<file path="src/rxirq_defs.svh">
// Register offsets, field positions, reset values and sizes of the
// receive alarm interrupt block.
// Assumes an 8-bit register port with a 4-bit word address.
`ifndef RXIRQ_DEFS_SVH
`define RXIRQ_DEFS_SVH

// ==========================================================
// Register map
`define RXIRQ_ADDR_W          4
`define RXIRQ_DATA_W          8
`define RXIRQ_OFS_ALARM_STAT  4'h0
`define RXIRQ_OFS_ALARM_MASK  4'h1
`define RXIRQ_OFS_EVENT_STAT  4'h2
`define RXIRQ_OFS_EVENT_MASK  4'h3
`define RXIRQ_OFS_FE_CNT      4'h4
`define RXIRQ_OFS_OOF_CNT     4'h5
`define RXIRQ_OFS_CRC_CNT     4'h6
`define RXIRQ_OFS_BPV_CNT_LO  4'h7
`define RXIRQ_OFS_BPV_CNT_HI  4'h8

// ==========================================================
// Reset values
`define RXIRQ_MASK_RST        8'h00
`define RXIRQ_STAT_RST        8'h00

// ==========================================================
// Alarm status / mask bit positions
`define RXIRQ_A_EIGHT_ZERO    7
`define RXIRQ_A_SIXTEEN_ZERO  6
`define RXIRQ_A_CARRIER_LOSS  5
`define RXIRQ_A_YELLOW        4
`define RXIRQ_A_SYNC_LOSS     3
`define RXIRQ_A_CODE_WORD     2
`define RXIRQ_A_BLUE          1
`define RXIRQ_A_ALIGN_CHANGE  0

// ==========================================================
// Event status / mask bit positions
`define RXIRQ_E_SEVERE_FRAME  7
`define RXIRQ_E_CARRIER_BACK  6
`define RXIRQ_E_BLUE_CLEARED  5
`define RXIRQ_E_FBIT_ERROR    4
`define RXIRQ_E_FE_FULL       3
`define RXIRQ_E_OOF_FULL      2
`define RXIRQ_E_CRC_FULL      1
`define RXIRQ_E_VIOL_FULL     0

// ==========================================================
// Framing window and counter sizes
`define RXIRQ_SEF_WINDOW      6
`define RXIRQ_SEF_THRESH      3'h2
`define RXIRQ_ERR_CNT_W       8
`define RXIRQ_BPV_CNT_W       16
`define RXIRQ_NUM_CNT         4

`endif

</file>
<file path="src/rxirq_pkg.sv">
// Types shared by the receive alarm interrupt block.
// Assumes rxirq_defs.svh supplies the sizes.
`include "rxirq_defs.svh"

package rxirq_pkg;

  typedef logic [`RXIRQ_DATA_W-1:0] rxirq_byte_t;
  typedef logic [`RXIRQ_ADDR_W-1:0] rxirq_addr_t;

  // Index of each error counter in the counter array
  typedef enum logic [1:0] {
    RXIRQ_CNT_FE  = 2'h0,
    RXIRQ_CNT_OOF = 2'h1,
    RXIRQ_CNT_CRC = 2'h2,
    RXIRQ_CNT_BPV = 2'h3
  } rxirq_cnt_e;

endpackage : rxirq_pkg

</file>
<file path="src/rxirq_top.sv">
// Receive alarm and event status registers with interrupt masking.
// Assumes all inputs are synchronous to ref_clk and events are pulses.
//
// Added by the designer: the plain strobed port and the register offsets.
`timescale 1ns/10ps
`include "rxirq_defs.svh"

module rxirq_top (
  input  wire logic         ref_clk,             // 250 MHz clock
  input  wire logic         nrst,                // Sync reset, active low
  input  wire logic [3:0]   reg_addr,            // Register address
  input  wire logic [7:0]   reg_wdata,           // Write data
  input  wire logic         reg_wr,              // Write strobe
  input  wire logic         reg_rd,              // Read strobe
  output logic [7:0]        reg_rdata,           // Read data, next cycle
  input  wire logic         burst_mode,          // Reads do not clear
  input  wire logic         eight_zero_detect,   // Eight zeros seen
  input  wire logic         sixteen_zero_detect, // Sixteen zeros seen
  input  wire logic         carrier_loss,        // Carrier lost, level
  input  wire logic         yellow_alarm,        // Yellow alarm, level
  input  wire logic         sync_loss,           // Resync in progress
  input  wire logic         code_word_detect,    // Code word seen
  input  wire logic         blue_alarm,          // All-ones alarm, level
  input  wire logic         alignment_change,    // Resync moved alignment
  input  wire logic         fbit_valid,          // Framing bit checked
  input  wire logic         fbit_err,            // That framing bit erred
  input  wire logic         oof_event,           // Out of frame event
  input  wire logic         crc_error,           // CRC error event
  input  wire logic         violation,           // Bipolar violation
  output logic              int_n                // Interrupt, active low
);

  // ==========================================================
  // Registers and nets
  rxirq_pkg::rxirq_byte_t   alarm_stat_ff;
  rxirq_pkg::rxirq_byte_t   nxt_alarm_stat;
  rxirq_pkg::rxirq_byte_t   rx_alarm_irq_mask_ff;
  rxirq_pkg::rxirq_byte_t   rx_event_status_ff;
  rxirq_pkg::rxirq_byte_t   nxt_rx_event_status;
  rxirq_pkg::rxirq_byte_t   rx_event_irq_mask_ff;
  rxirq_pkg::rxirq_byte_t   rdata_ff;
  rxirq_pkg::rxirq_byte_t   nxt_rdata;
  rxirq_pkg::rxirq_byte_t   alarm_cond;
  rxirq_pkg::rxirq_byte_t   event_set;
  rxirq_pkg::rxirq_byte_t   alarm_clr;
  rxirq_pkg::rxirq_byte_t   event_clr;
  logic [`RXIRQ_SEF_WINDOW-1:0] fbit_hist_ff;
  logic [`RXIRQ_SEF_WINDOW-1:0] nxt_fbit_hist;
  logic                     carrier_loss_d_ff;
  logic                     blue_alarm_d_ff;
  logic                     sef_evt;
  logic                     carrier_back_evt;
  logic                     blue_clear_evt;
  logic                     fbit_err_evt;
  logic [`RXIRQ_NUM_CNT-1:0] cnt_inc;
  logic [`RXIRQ_NUM_CNT-1:0] cnt_full;
  logic [15:0]              cnt_val [`RXIRQ_NUM_CNT];
  logic                     rd_alarm_stat;
  logic                     rd_event_stat;
  logic                     wr_alarm_stat;
  logic                     wr_event_stat;
  logic                     irq_any;
  // Decoded mask writes, counter gating and pending sets
  logic                     wr_alarm_mask;
  logic                     wr_event_mask;
  logic                     fe_count_en;
  logic [2:0]               sef_count;
  rxirq_pkg::rxirq_byte_t   alarm_pend;
  rxirq_pkg::rxirq_byte_t   event_pend;

  // ==========================================================
  // Count of errored bits in the framing history
  function automatic logic [2:0] ones6(
    input logic [`RXIRQ_SEF_WINDOW-1:0] v
  );
    logic [2:0] n;
    n = 3'h0;
    for (int k = 0; k < `RXIRQ_SEF_WINDOW; k++) begin
      n = n + {2'h0, v[k]};
    end
    return n;
  endfunction : ones6

  // ==========================================================
  // Access decode
  assign rd_alarm_stat = reg_rd && (reg_addr == `RXIRQ_OFS_ALARM_STAT);
  assign rd_event_stat = reg_rd && (reg_addr == `RXIRQ_OFS_EVENT_STAT);
  assign wr_alarm_stat = reg_wr && (reg_addr == `RXIRQ_OFS_ALARM_STAT);
  assign wr_event_stat = reg_wr && (reg_addr == `RXIRQ_OFS_EVENT_STAT);
  assign wr_alarm_mask = reg_wr && (reg_addr == `RXIRQ_OFS_ALARM_MASK);
  assign wr_event_mask = reg_wr && (reg_addr == `RXIRQ_OFS_EVENT_MASK);

  // A plain read clears all bits; a burst read leaves them
  // The read path captures the pre-clear byte at that same edge
  always_comb begin
    alarm_clr = 8'h00;
    event_clr = 8'h00;
    if (rd_alarm_stat && !burst_mode) begin
      alarm_clr = 8'hFF;
    end
    if (rd_event_stat && !burst_mode) begin
      event_clr = 8'hFF;
    end
    if (wr_alarm_stat) begin
      alarm_clr = alarm_clr | reg_wdata;
    end
    if (wr_event_stat) begin
      event_clr = event_clr | reg_wdata;
    end
  end

  // ==========================================================
  // Alarm status: a standing condition keeps its bit set
  always_comb begin
    alarm_cond = 8'h00;
    alarm_cond[`RXIRQ_A_EIGHT_ZERO]   = eight_zero_detect;
    alarm_cond[`RXIRQ_A_SIXTEEN_ZERO] = sixteen_zero_detect;
    alarm_cond[`RXIRQ_A_CARRIER_LOSS] = carrier_loss;
    alarm_cond[`RXIRQ_A_YELLOW]       = yellow_alarm;
    alarm_cond[`RXIRQ_A_SYNC_LOSS]    = sync_loss;
    alarm_cond[`RXIRQ_A_CODE_WORD]    = code_word_detect;
    alarm_cond[`RXIRQ_A_BLUE]         = blue_alarm;
    alarm_cond[`RXIRQ_A_ALIGN_CHANGE] = alignment_change;
  end

  assign nxt_alarm_stat = (alarm_stat_ff & ~alarm_clr)
                        | alarm_cond;

  always_ff @(posedge ref_clk) begin
    if (!nrst) begin
      alarm_stat_ff <= `RXIRQ_STAT_RST;
    end else begin
      alarm_stat_ff <= nxt_alarm_stat;
    end
  end

  // ==========================================================
  // Severe framing event over the last six framing bits
  assign nxt_fbit_hist = {fbit_hist_ff[`RXIRQ_SEF_WINDOW-2:0], fbit_err};
  assign sef_count     = ones6(nxt_fbit_hist);
  assign sef_evt       = fbit_valid &&
                         (sef_count >= `RXIRQ_SEF_THRESH);

  always_ff @(posedge ref_clk) begin
    if (!nrst) begin
      fbit_hist_ff <= '0;
    end else if (fbit_valid) begin
      fbit_hist_ff <= nxt_fbit_hist;
    end
  end

  // ==========================================================
  // Recovery edges of carrier and blue alarm
  // Delayed copies reset to the idle low level, so no false edge
  always_ff @(posedge ref_clk) begin
    if (!nrst) begin
      carrier_loss_d_ff <= 1'b0;
      blue_alarm_d_ff   <= 1'b0;
    end else begin
      carrier_loss_d_ff <= carrier_loss;
      blue_alarm_d_ff   <= blue_alarm;
    end
  end

  assign carrier_back_evt = carrier_loss_d_ff && !carrier_loss;
  assign blue_clear_evt   = blue_alarm_d_ff && !blue_alarm;
  assign fbit_err_evt     = fbit_valid && fbit_err;

  // ==========================================================
  // Error counters; frame errors are not counted during sync loss
  // Only the violation counter is 16 bits wide
  assign fe_count_en = fbit_err_evt && !sync_loss;
  assign cnt_inc[rxirq_pkg::RXIRQ_CNT_FE]  = fe_count_en;
  assign cnt_inc[rxirq_pkg::RXIRQ_CNT_OOF] = oof_event;
  assign cnt_inc[rxirq_pkg::RXIRQ_CNT_CRC] = crc_error;
  assign cnt_inc[rxirq_pkg::RXIRQ_CNT_BPV] = violation;

  for (genvar i = 0; i < `RXIRQ_NUM_CNT; i++) begin : g_cnt
    localparam int W = (i == int'(rxirq_pkg::RXIRQ_CNT_BPV)) ?
                       `RXIRQ_BPV_CNT_W : `RXIRQ_ERR_CNT_W;
    logic [W-1:0] q;

    rxirq_sat_cnt #(
      .W        (W)
    ) u_cnt (
      .ref_clk  (ref_clk),
      .nrst     (nrst),
      .inc      (cnt_inc[i]),
      .count_ff (q),
      .full_evt (cnt_full[i])
    );

    assign cnt_val[i] = 16'(q);
  end

  // ==========================================================
  // Event status: sticky, a new event wins over a clear
  always_comb begin
    event_set = 8'h00;
    event_set[`RXIRQ_E_SEVERE_FRAME] = sef_evt;
    event_set[`RXIRQ_E_CARRIER_BACK] = carrier_back_evt;
    event_set[`RXIRQ_E_BLUE_CLEARED] = blue_clear_evt;
    event_set[`RXIRQ_E_FBIT_ERROR]   = fbit_err_evt;
    event_set[`RXIRQ_E_FE_FULL]  = cnt_full[rxirq_pkg::RXIRQ_CNT_FE];
    event_set[`RXIRQ_E_OOF_FULL] = cnt_full[rxirq_pkg::RXIRQ_CNT_OOF];
    event_set[`RXIRQ_E_CRC_FULL] = cnt_full[rxirq_pkg::RXIRQ_CNT_CRC];
    event_set[`RXIRQ_E_VIOL_FULL] = cnt_full[rxirq_pkg::RXIRQ_CNT_BPV];
  end

  assign nxt_rx_event_status = (rx_event_status_ff & ~event_clr)
                             | event_set;

  always_ff @(posedge ref_clk) begin
    if (!nrst) begin
      rx_event_status_ff <= `RXIRQ_STAT_RST;
    end else begin
      rx_event_status_ff <= nxt_rx_event_status;
    end
  end

  // ==========================================================
  // Mask registers
  always_ff @(posedge ref_clk) begin
    if (!nrst) begin
      rx_alarm_irq_mask_ff <= `RXIRQ_MASK_RST;
    end else if (wr_alarm_mask) begin
      rx_alarm_irq_mask_ff <= reg_wdata;
    end
  end

  always_ff @(posedge ref_clk) begin
    if (!nrst) begin
      rx_event_irq_mask_ff <= `RXIRQ_MASK_RST;
    end else if (wr_event_mask) begin
      rx_event_irq_mask_ff <= reg_wdata;
    end
  end

  // ==========================================================
  // Interrupt: bitwise gate of each status bit by its own mask bit
  // Level output: it releases as soon as the last enabled bit clears
  assign alarm_pend = alarm_stat_ff & rx_alarm_irq_mask_ff;
  assign event_pend = rx_event_status_ff & rx_event_irq_mask_ff;
  assign irq_any    = (|alarm_pend) | (|event_pend);
  assign int_n      = !irq_any;

  // ==========================================================
  // Read data, one cycle after the strobe; unmapped reads give zero
  // Counter bytes are live; the violation halves are not paired
  always_comb begin
    nxt_rdata = 8'h00;
    if (reg_rd) begin
      case (reg_addr)
        `RXIRQ_OFS_ALARM_STAT: nxt_rdata = alarm_stat_ff;
        `RXIRQ_OFS_ALARM_MASK: nxt_rdata = rx_alarm_irq_mask_ff;
        `RXIRQ_OFS_EVENT_STAT: nxt_rdata = rx_event_status_ff;
        `RXIRQ_OFS_EVENT_MASK: nxt_rdata = rx_event_irq_mask_ff;
        `RXIRQ_OFS_FE_CNT: begin
          nxt_rdata = cnt_val[rxirq_pkg::RXIRQ_CNT_FE][7:0];
        end
        `RXIRQ_OFS_OOF_CNT: begin
          nxt_rdata = cnt_val[rxirq_pkg::RXIRQ_CNT_OOF][7:0];
        end
        `RXIRQ_OFS_CRC_CNT: begin
          nxt_rdata = cnt_val[rxirq_pkg::RXIRQ_CNT_CRC][7:0];
        end
        `RXIRQ_OFS_BPV_CNT_LO: begin
          nxt_rdata = cnt_val[rxirq_pkg::RXIRQ_CNT_BPV][7:0];
        end
        `RXIRQ_OFS_BPV_CNT_HI: begin
          nxt_rdata = cnt_val[rxirq_pkg::RXIRQ_CNT_BPV][15:8];
        end
        default: nxt_rdata = 8'h00;
      endcase
    end
  end

  always_ff @(posedge ref_clk) begin
    if (!nrst) begin
      rdata_ff <= 8'h00;
    end else begin
      rdata_ff <= nxt_rdata;
    end
  end

  assign reg_rdata = rdata_ff;

endmodule : rxirq_top

</file>
<file path="src/rxirq_sat_cnt.sv">
// Saturating error counter with an event on each hit past saturation.
// Assumes inc is a one-cycle pulse synchronous to ref_clk.
`timescale 1ns/10ps

module rxirq_sat_cnt #(
  parameter int W = 8
) (
  input  wire logic         ref_clk,   // Receive line clock
  input  wire logic         nrst,      // Synchronous reset, active low
  input  wire logic         inc,       // Count one error
  output logic [W-1:0]      count_ff,  // Current count
  output logic              full_evt   // Error seen while saturated
);

  // ==========================================================
  // Count
  logic                     at_max;

  assign at_max   = &count_ff;
  assign full_evt = inc & at_max;

  always_ff @(posedge ref_clk) begin
    if (!nrst) begin
      count_ff <= '0;
    end else if (inc && !at_max) begin
      count_ff <= count_ff + 1'h1;
    end
  end

endmodule : rxirq_sat_cnt

</file>
<file path="config.mk">
export PLATFORM = sky130hd
export DESIGN_NAME = rxirq_top
export DESIGN_NICKNAME = d
export VERILOG_FILES = /design/src/rxirq_pkg.sv /design/src/rxirq_top.sv /design/src/rxirq_sat_cnt.sv
export VERILOG_INCLUDE_DIRS = /design/src /design/src/src
export SDC_FILE = /design/constraint.sdc
export NUM_CORES = 1
export LEC_CHECK = 0
export CAP_MARGIN = 20
export CORE_MARGIN = 2
export CORE_UTILIZATION = 50
export CTS_CLUSTER_DIAMETER = 50
export DETAILED_ROUTE_END_ITERATION = 12
export DONT_BUFFER_PORTS = 1
export SLEW_MARGIN = 0
export SYNTH_ARGS = -nofsm -noshare
export SYNTH_HDL_FRONTEND = slang
export SYNTH_SLANG_ARGS = --single-unit
export TNS_END_PERCENT = 30
</file>
<file path="constraint.sdc">
create_clock -name ref_clk -period 7 [get_ports ref_clk]
set_input_delay 0.35 -clock ref_clk [delete_from_list [all_inputs] [get_ports ref_clk]]
set_output_delay 0.35 -clock ref_clk [all_outputs]
set_load 0.01 [all_outputs]
</file>
======== Word level (Yosys, flattened, before mapping) ========
Cells that the tools add are included.
storage, ports and cells
  flip-flop bits (word level) ............. 87
  bits of input ports ..................... 30
  output and inout port bits .............. 9
  word-level logic and storage cells ...... 84
operators by class
  add/subtract/negate cells ............... 9
  $lt $le $gt $ge ......................... 1
  eq/ne operators ......................... 8
  multiplexer cells ....................... 5
  bitwise gates (word level) .............. 15
  reductions and logical operators ........ 34
operators by type and width
  operator               count
  $pmux 8 s9             1
  $and 8x8->8            4
  $mux 8                 4
  $or 8x8->8             4
  $add 8x1->8 const B    3
  $reduce_and 8->1       3
  $logic_and 1x1->1      17
  $add 16x1->16 const B  1
  $eq 4x3->1 const B     4
  $not 8->8              2
  $reduce_and 16->1      1
  $reduce_or 8->1        2
  $add 3x1->3            3
  $logic_not 1->1        9
  $eq 4x2->1 const B     2
  $and 1x1->1            4
  $eq 4x1->1 const B     1
  $eq 4x4->1 const B     1
  $logic_not 4->1        1
  $add 2x1->3            1
  $ge 3x2->1 const B     1
  $add 1x1->2            1
  $reduce_and 2->1       1
  $or 1x1->1             1

======== Longest topological paths before layout ========
  word-level depth ........................ 9
  gate-level depth with buffers ........... 8
  depth with buffers taken out ............ 8

======== By module ========
A second synthesis with hierarchy kept.
second synthesis, totals
  cells, all modules ...................... 529
  area total of the unflattened synthesis .. 4664.5 µm²
modules (own cells, without submodules)
  module                               instances  cells an instance  area an instance (µm²)  sequential area each (µm²)
  rxirq_top                            1          302                2637.5                  940.9
  rxirq_sat_cnt at g_cnt[0].u_cnt ...  3          44                 402.9                   160.2
  rxirq_sat_cnt at g_cnt[3].u_cnt      1          95                 818.3                   320.3

======== Worst setup path before layout ========
OpenSTA, ideal clock, no wires.
  kind .................................... input to register
  start ................................... input port fbit_err
  end ..................................... register rx_event_status_ff[7]
  library setup time ...................... 128 ps
  data arrival time ....................... 2160 ps
  required time ........................... 6872 ps
  slack ................................... 4713 ps
  stages .................................. 8
  buffers on the path ..................... 0
  path through ............................ fa_1 -> inv_1 -> fa_1 -> nand2b_1 -> fa_1 -> nand2_1 -> a32oi_1 -> nor2_1
on the way
  cells in the longest elaborated chain, start to end .. 8
RTL lines
  item                       line              RTL
  start, declared            rxirq_top.sv:26   input wire logic fbit_err,
  $add 1x1->2                rxirq_top.sv:79   n = n + {2'h0, v[k]};
  $add 2x1->3                rxirq_top.sv:79
  $add 3x1->3 (3 in series)  rxirq_top.sv:79
  $ge 3x2->1 (no line)       n/a
  $logic_and 1x1->1          rxirq_top.sv:141  assign sef_evt = fbit_valid &&
  $or 8x8->8                 rxirq_top.sv:211  | event_set;
  end signal, assigned       rxirq_top.sv:215  rx_event_status_ff <= `RXIRQ_STAT_RST;
  end signal, assigned       rxirq_top.sv:217  rx_event_status_ff <= nxt_rx_event_status;
  end, declared              rxirq_top.sv:38   rxirq_pkg::rxirq_byte_t rx_event_status_ff;
No other way between the ends.
A chain may end at the register's enable or synchronous reset.

======== Worst setup path in the final report ========
  start ................................... register fbit_hist_ff[0]
  end ..................................... register rx_event_status_ff[7]
on the way
  cells in the longest elaborated chain, start to end .. 8
RTL lines
  item                       line              RTL
  start, declared            rxirq_top.sv:47   logic [`RXIRQ_SEF_WINDOW-1:0] fbit_hist_ff;
  start signal, assigned     rxirq_top.sv:148  fbit_hist_ff <= nxt_fbit_hist;
  $add 1x1->2                rxirq_top.sv:79
  $add 2x1->3                rxirq_top.sv:79
  $add 3x1->3 (3 in series)  rxirq_top.sv:79
  $ge 3x2->1 (no line)       n/a
  $logic_and 1x1->1          rxirq_top.sv:141
  $or 8x8->8                 rxirq_top.sv:211
No other way between the ends.

==> summary.md <==
| Metric | Value |
|---|---|
| Status | complete, no violations |
| Number of instances in the synthesized netlist | 489 |
| Via count of the first global-routing pass | 3626 |
| Clock buffer depth | 2 |
| Antenna violations before repair | 0 |
| Cell area after synthesis | 4380 um2 |
| Overflow left after global routing | 0 |
| Place WS | 4.62 ns |
| Yosys warns | 0 |
| DR WL met2 | 5260 um |
| Cell taking the most area after synthesis | dfxtp_1 |
| Total number of vias | 3733 |
| Layout cells sized above 1 | 7.44% |
| Share of the synthesized area in the top cell type | 39.8% |
| Area growth, synth to finish | 4.95% |
| FFs w/ async S/R, synth | 0% |
| Leakage | 1.65 nW |
| Worst EP arrival | 2.55 ns |
| Total DRC errors in the routed layout | 0 |
| Critical Path Start | fbit_hist_ff[0]$_SDFFE_PN0P_ |
| Flip-flop and latch count after synthesis | 87 |
| Worst hold path startpoint | yellow_alarm |
| Multiplexer area fraction after synthesis | 11.1% |
| Number of fill cells in the layout | 828 |
| Worst-skew pair later-pin latency | 0.37 ns |
| Compound-cell area share of the yosys netlist | 18.2% |
| Post-Route Skew | 0.00630 ns |
| Aggregate global-route resource usage | 25.1% |
| Fin. Hold Viols | 0 |
| Source of the worst register-to-register timing path | fbit_hist_ff[0]$_SDFFE_PN0P_ |
| Max-cap violation count | 0 |
| Final Cycle Share | 32.6% |
| Area of the core | 8590 um2 |
| Cell with the most instances after synthesis | dfxtp_1 |
| Clock tree from TritonCTS | done |
| Worst supply voltage drop on vdd | 0.000107 V |
| Setup violators final | 0 |
| Area share of and/or/nand/nor cells after synthesis | 21.9% |
| Violation count after the first detailed-route iteration | 293 |
| Y dimension of the die | 97.5 um |
| Final worst setup slack | 4.72 ns |
| Total number of H-tree levels | 3 |
| Number of flops mapped to enable cells by yosys | 0 |
| Number of buffers inserted by port buffering | 0 |
| Io pins | 39 |
| Max transition margin | 31.5% |
| Detailed Place HPWL | 8250 um |
| Commonest cells post-synth | dfxtp_1, nor2_1, nand3_1 |
| Type of element capturing the critical path | flip-flop |
| CTS buffer count | 9 |
| Largest net degree at the start of global routing | 65 |
| Fraction of the mapped netlist area in adder cells | 2.52% |
| Post-CTS Resized | 0 |
| Die Footprint | 9520 um2 |
| Area share of xor/xnor cells in the synthesized design | 2.40% |
| DR WL/cell | 19.4 um |
| Peak fanout along the critical path | 3 |
| RSZ-0062 raised after global routing | false |
| Setup crit start kind | flip-flop |
| Portion of the post-synthesis area used by sequential elements | 39.8% |
| Die Width | 97.5 um |
| Clock edge transition at the registers on the reported setup and hold paths | 0.09 ns |
| Final total power | 0.000900 W |
| Global-route wire length before repair | 19100 um |
| Dominant register cell in the synthesized netlist | dfxtp_1 |
| First-pass DRT Iterations | 6 |
| Gpl congestion | 0.897 |
| Post-CTS Hold Fix Bufs | 0 |
| P per Cell Area | 196 nW/um2 |
| Most area-consuming cells after synthesis | dfxtp_1, mux2i_1, nor2_1 |
| Required time of the critical path | 7.26 ns |
| Syn Nets | 526 |
| Number of nets at the end of the flow | 516 |
| Vias per inst | 6.31 |
| Highest routing layer actually used | met4 |
| Final Max Tran Viols | 0 |
| Fmax | 438 MHz |
| Setup total negative slack | 0 ns |
| Post-Route M1 WL | 5270 um |
| Clock tree sinks | 87 |
| Crit Path Class | flip-flop to flip-flop |
| Diodes inserted | 0 |
| Buffer count from post-CTS setup fixing | 0 |
| Distinct cells, synth | 60 |
| Type of the tightest min-delay check | input port to flip-flop |
| Largest family of logic cells by synthesized area | simple AND/OR/NAND/NOR gates |
| Syn Area/Cell | 8.95 um2 |
| Clock root cell | clkbuf_8 |
| DRT Wirelength | 11500 um |
| Time the final worst path needs with I/O delays and setup | 2.28 ns |
| Remaining antenna violation count after routing | 0 |
| Initial Utilization | 50.9% |
| Detailed-routed wire length on met3 | 703 um |
| Number of rows created at floorplan | 34 |
| Slew at the pin closest to its max-slew limit | 1.02 ns |
[routing by layer]
metal  vias to the layer above  track usage [%]
li1                       1806                -
met1                      1787             34.1
met2                       117             39.7
met3                        23             4.46
met4                         0             10.0
met5                         -                0
[path summary, 6_finish.rpt]
kind	endpoint	slack, ns	cells past startpoint
worst max-delay path	rx_event_status_ff[7]$_SDFF_PN0_	4.72	8
worst min-delay path	alarm_stat_ff[4]$_SDFF_PN0_	0.1	2
worst max register to register	rx_event_status_ff[7]$_SDFF_PN0_	4.72	8
worst min register to register	rx_event_status_ff[6]$_SDFF_PN0_	0.47	2
[placed cells by master, fill, tap and decap left out, types with 4 or more instances in the layout]
master	netlist	routed
ha_1	4	4
a21oi_1	14	14
or3_1	4	4
and4_1	5	5
and2_1	7	7
mux2i_1	34	34
nor3_1	4	4
a211oi_1	7	7
mux2_2	9	9
dfxtp_1	87	87
inv_1	15	15
o21ai_0	11	11
a221oi_1	12	12
nand2b_1	7	7
nand4_1	10	10
a32oi_1	7	7
a22oi_1	10	10
clkbuf_8	0	9
nor2_1	66	66
a31oi_1	13	13
nand2_1	26	26
o2bb2ai_1	5	5
and3_1	5	5
xor2_1	7	7
nand3_1	37	37
xnor2_1	5	5
nor4_1	4	4
nor2b_1	6	6
[logic make-up (layout without fill, tap and decap cells)]
family          after synthesis  count (layout)
xor+xnor                     12              12
fa+ha+maj                     7               7
flops                        87              87
mux                          45              45
buf+inv                      39              34
compound gates              108             108
simple gates                191             191
[worst max-delay path, cell delays in order (launching register included)]
cell and delay [ns]:
dfxtp_1 0.34, fa_1 0.50, inv_1 0.05, fa_1 0.41, nand2b_1 0.16, fa_1 0.48, nand2_1 0.05, a32oi_1 0.14
nor2_1 0.05
[area by class of cell]
cell class	count	area, um2	area share (%)
multi-input combinational	363	2450	53.5
sequential	87	1740	37.9
tap	108	135	2.94
clock buffer	9	124	2.70
inverter	16	60.1	1.31
clock inverter	7	48.8	1.06
timing repair buffer	2	27.5	0.599
[where the power goes]
part / leakage (nW) / switching, W / internal (W)
Combinational: 0.856 / 0.0000334 / 0.0000272
Clock: 0.0894 / 0.000190 / 0.000129
Sequential: 0.707 / 0.0000135 / 0.000506
Total: 1.65 / 0.000237 / 0.000663
[state kept, by name, indices dropped and copies added, names as in the netlist]
register and flops:
alarm_stat_ff 8, fbit_hist_ff 5, reg_rdata 8, blue_alarm_d_ff 1, rx_event_status_ff 8, carrier_loss_d_ff 1
g_cnt.u_cnt.count_ff 40, rx_event_irq_mask_ff 8, rx_alarm_irq_mask_ff 8
[metrics by stage]
stage	util, %	hold WS, ns	instances	cell area [um2]
floorplan	-	0.427	489	4380
global placement	51.2	0.434	575	4400
detailed placement	51.2	0.452	575	4400
CTS	53.2	0.0893	591	4570
global route	53.4	0.0962	592	4590
finish	53.4	0.0958	592	4590
No activity file was read; power rests on OpenSTA's default activity.
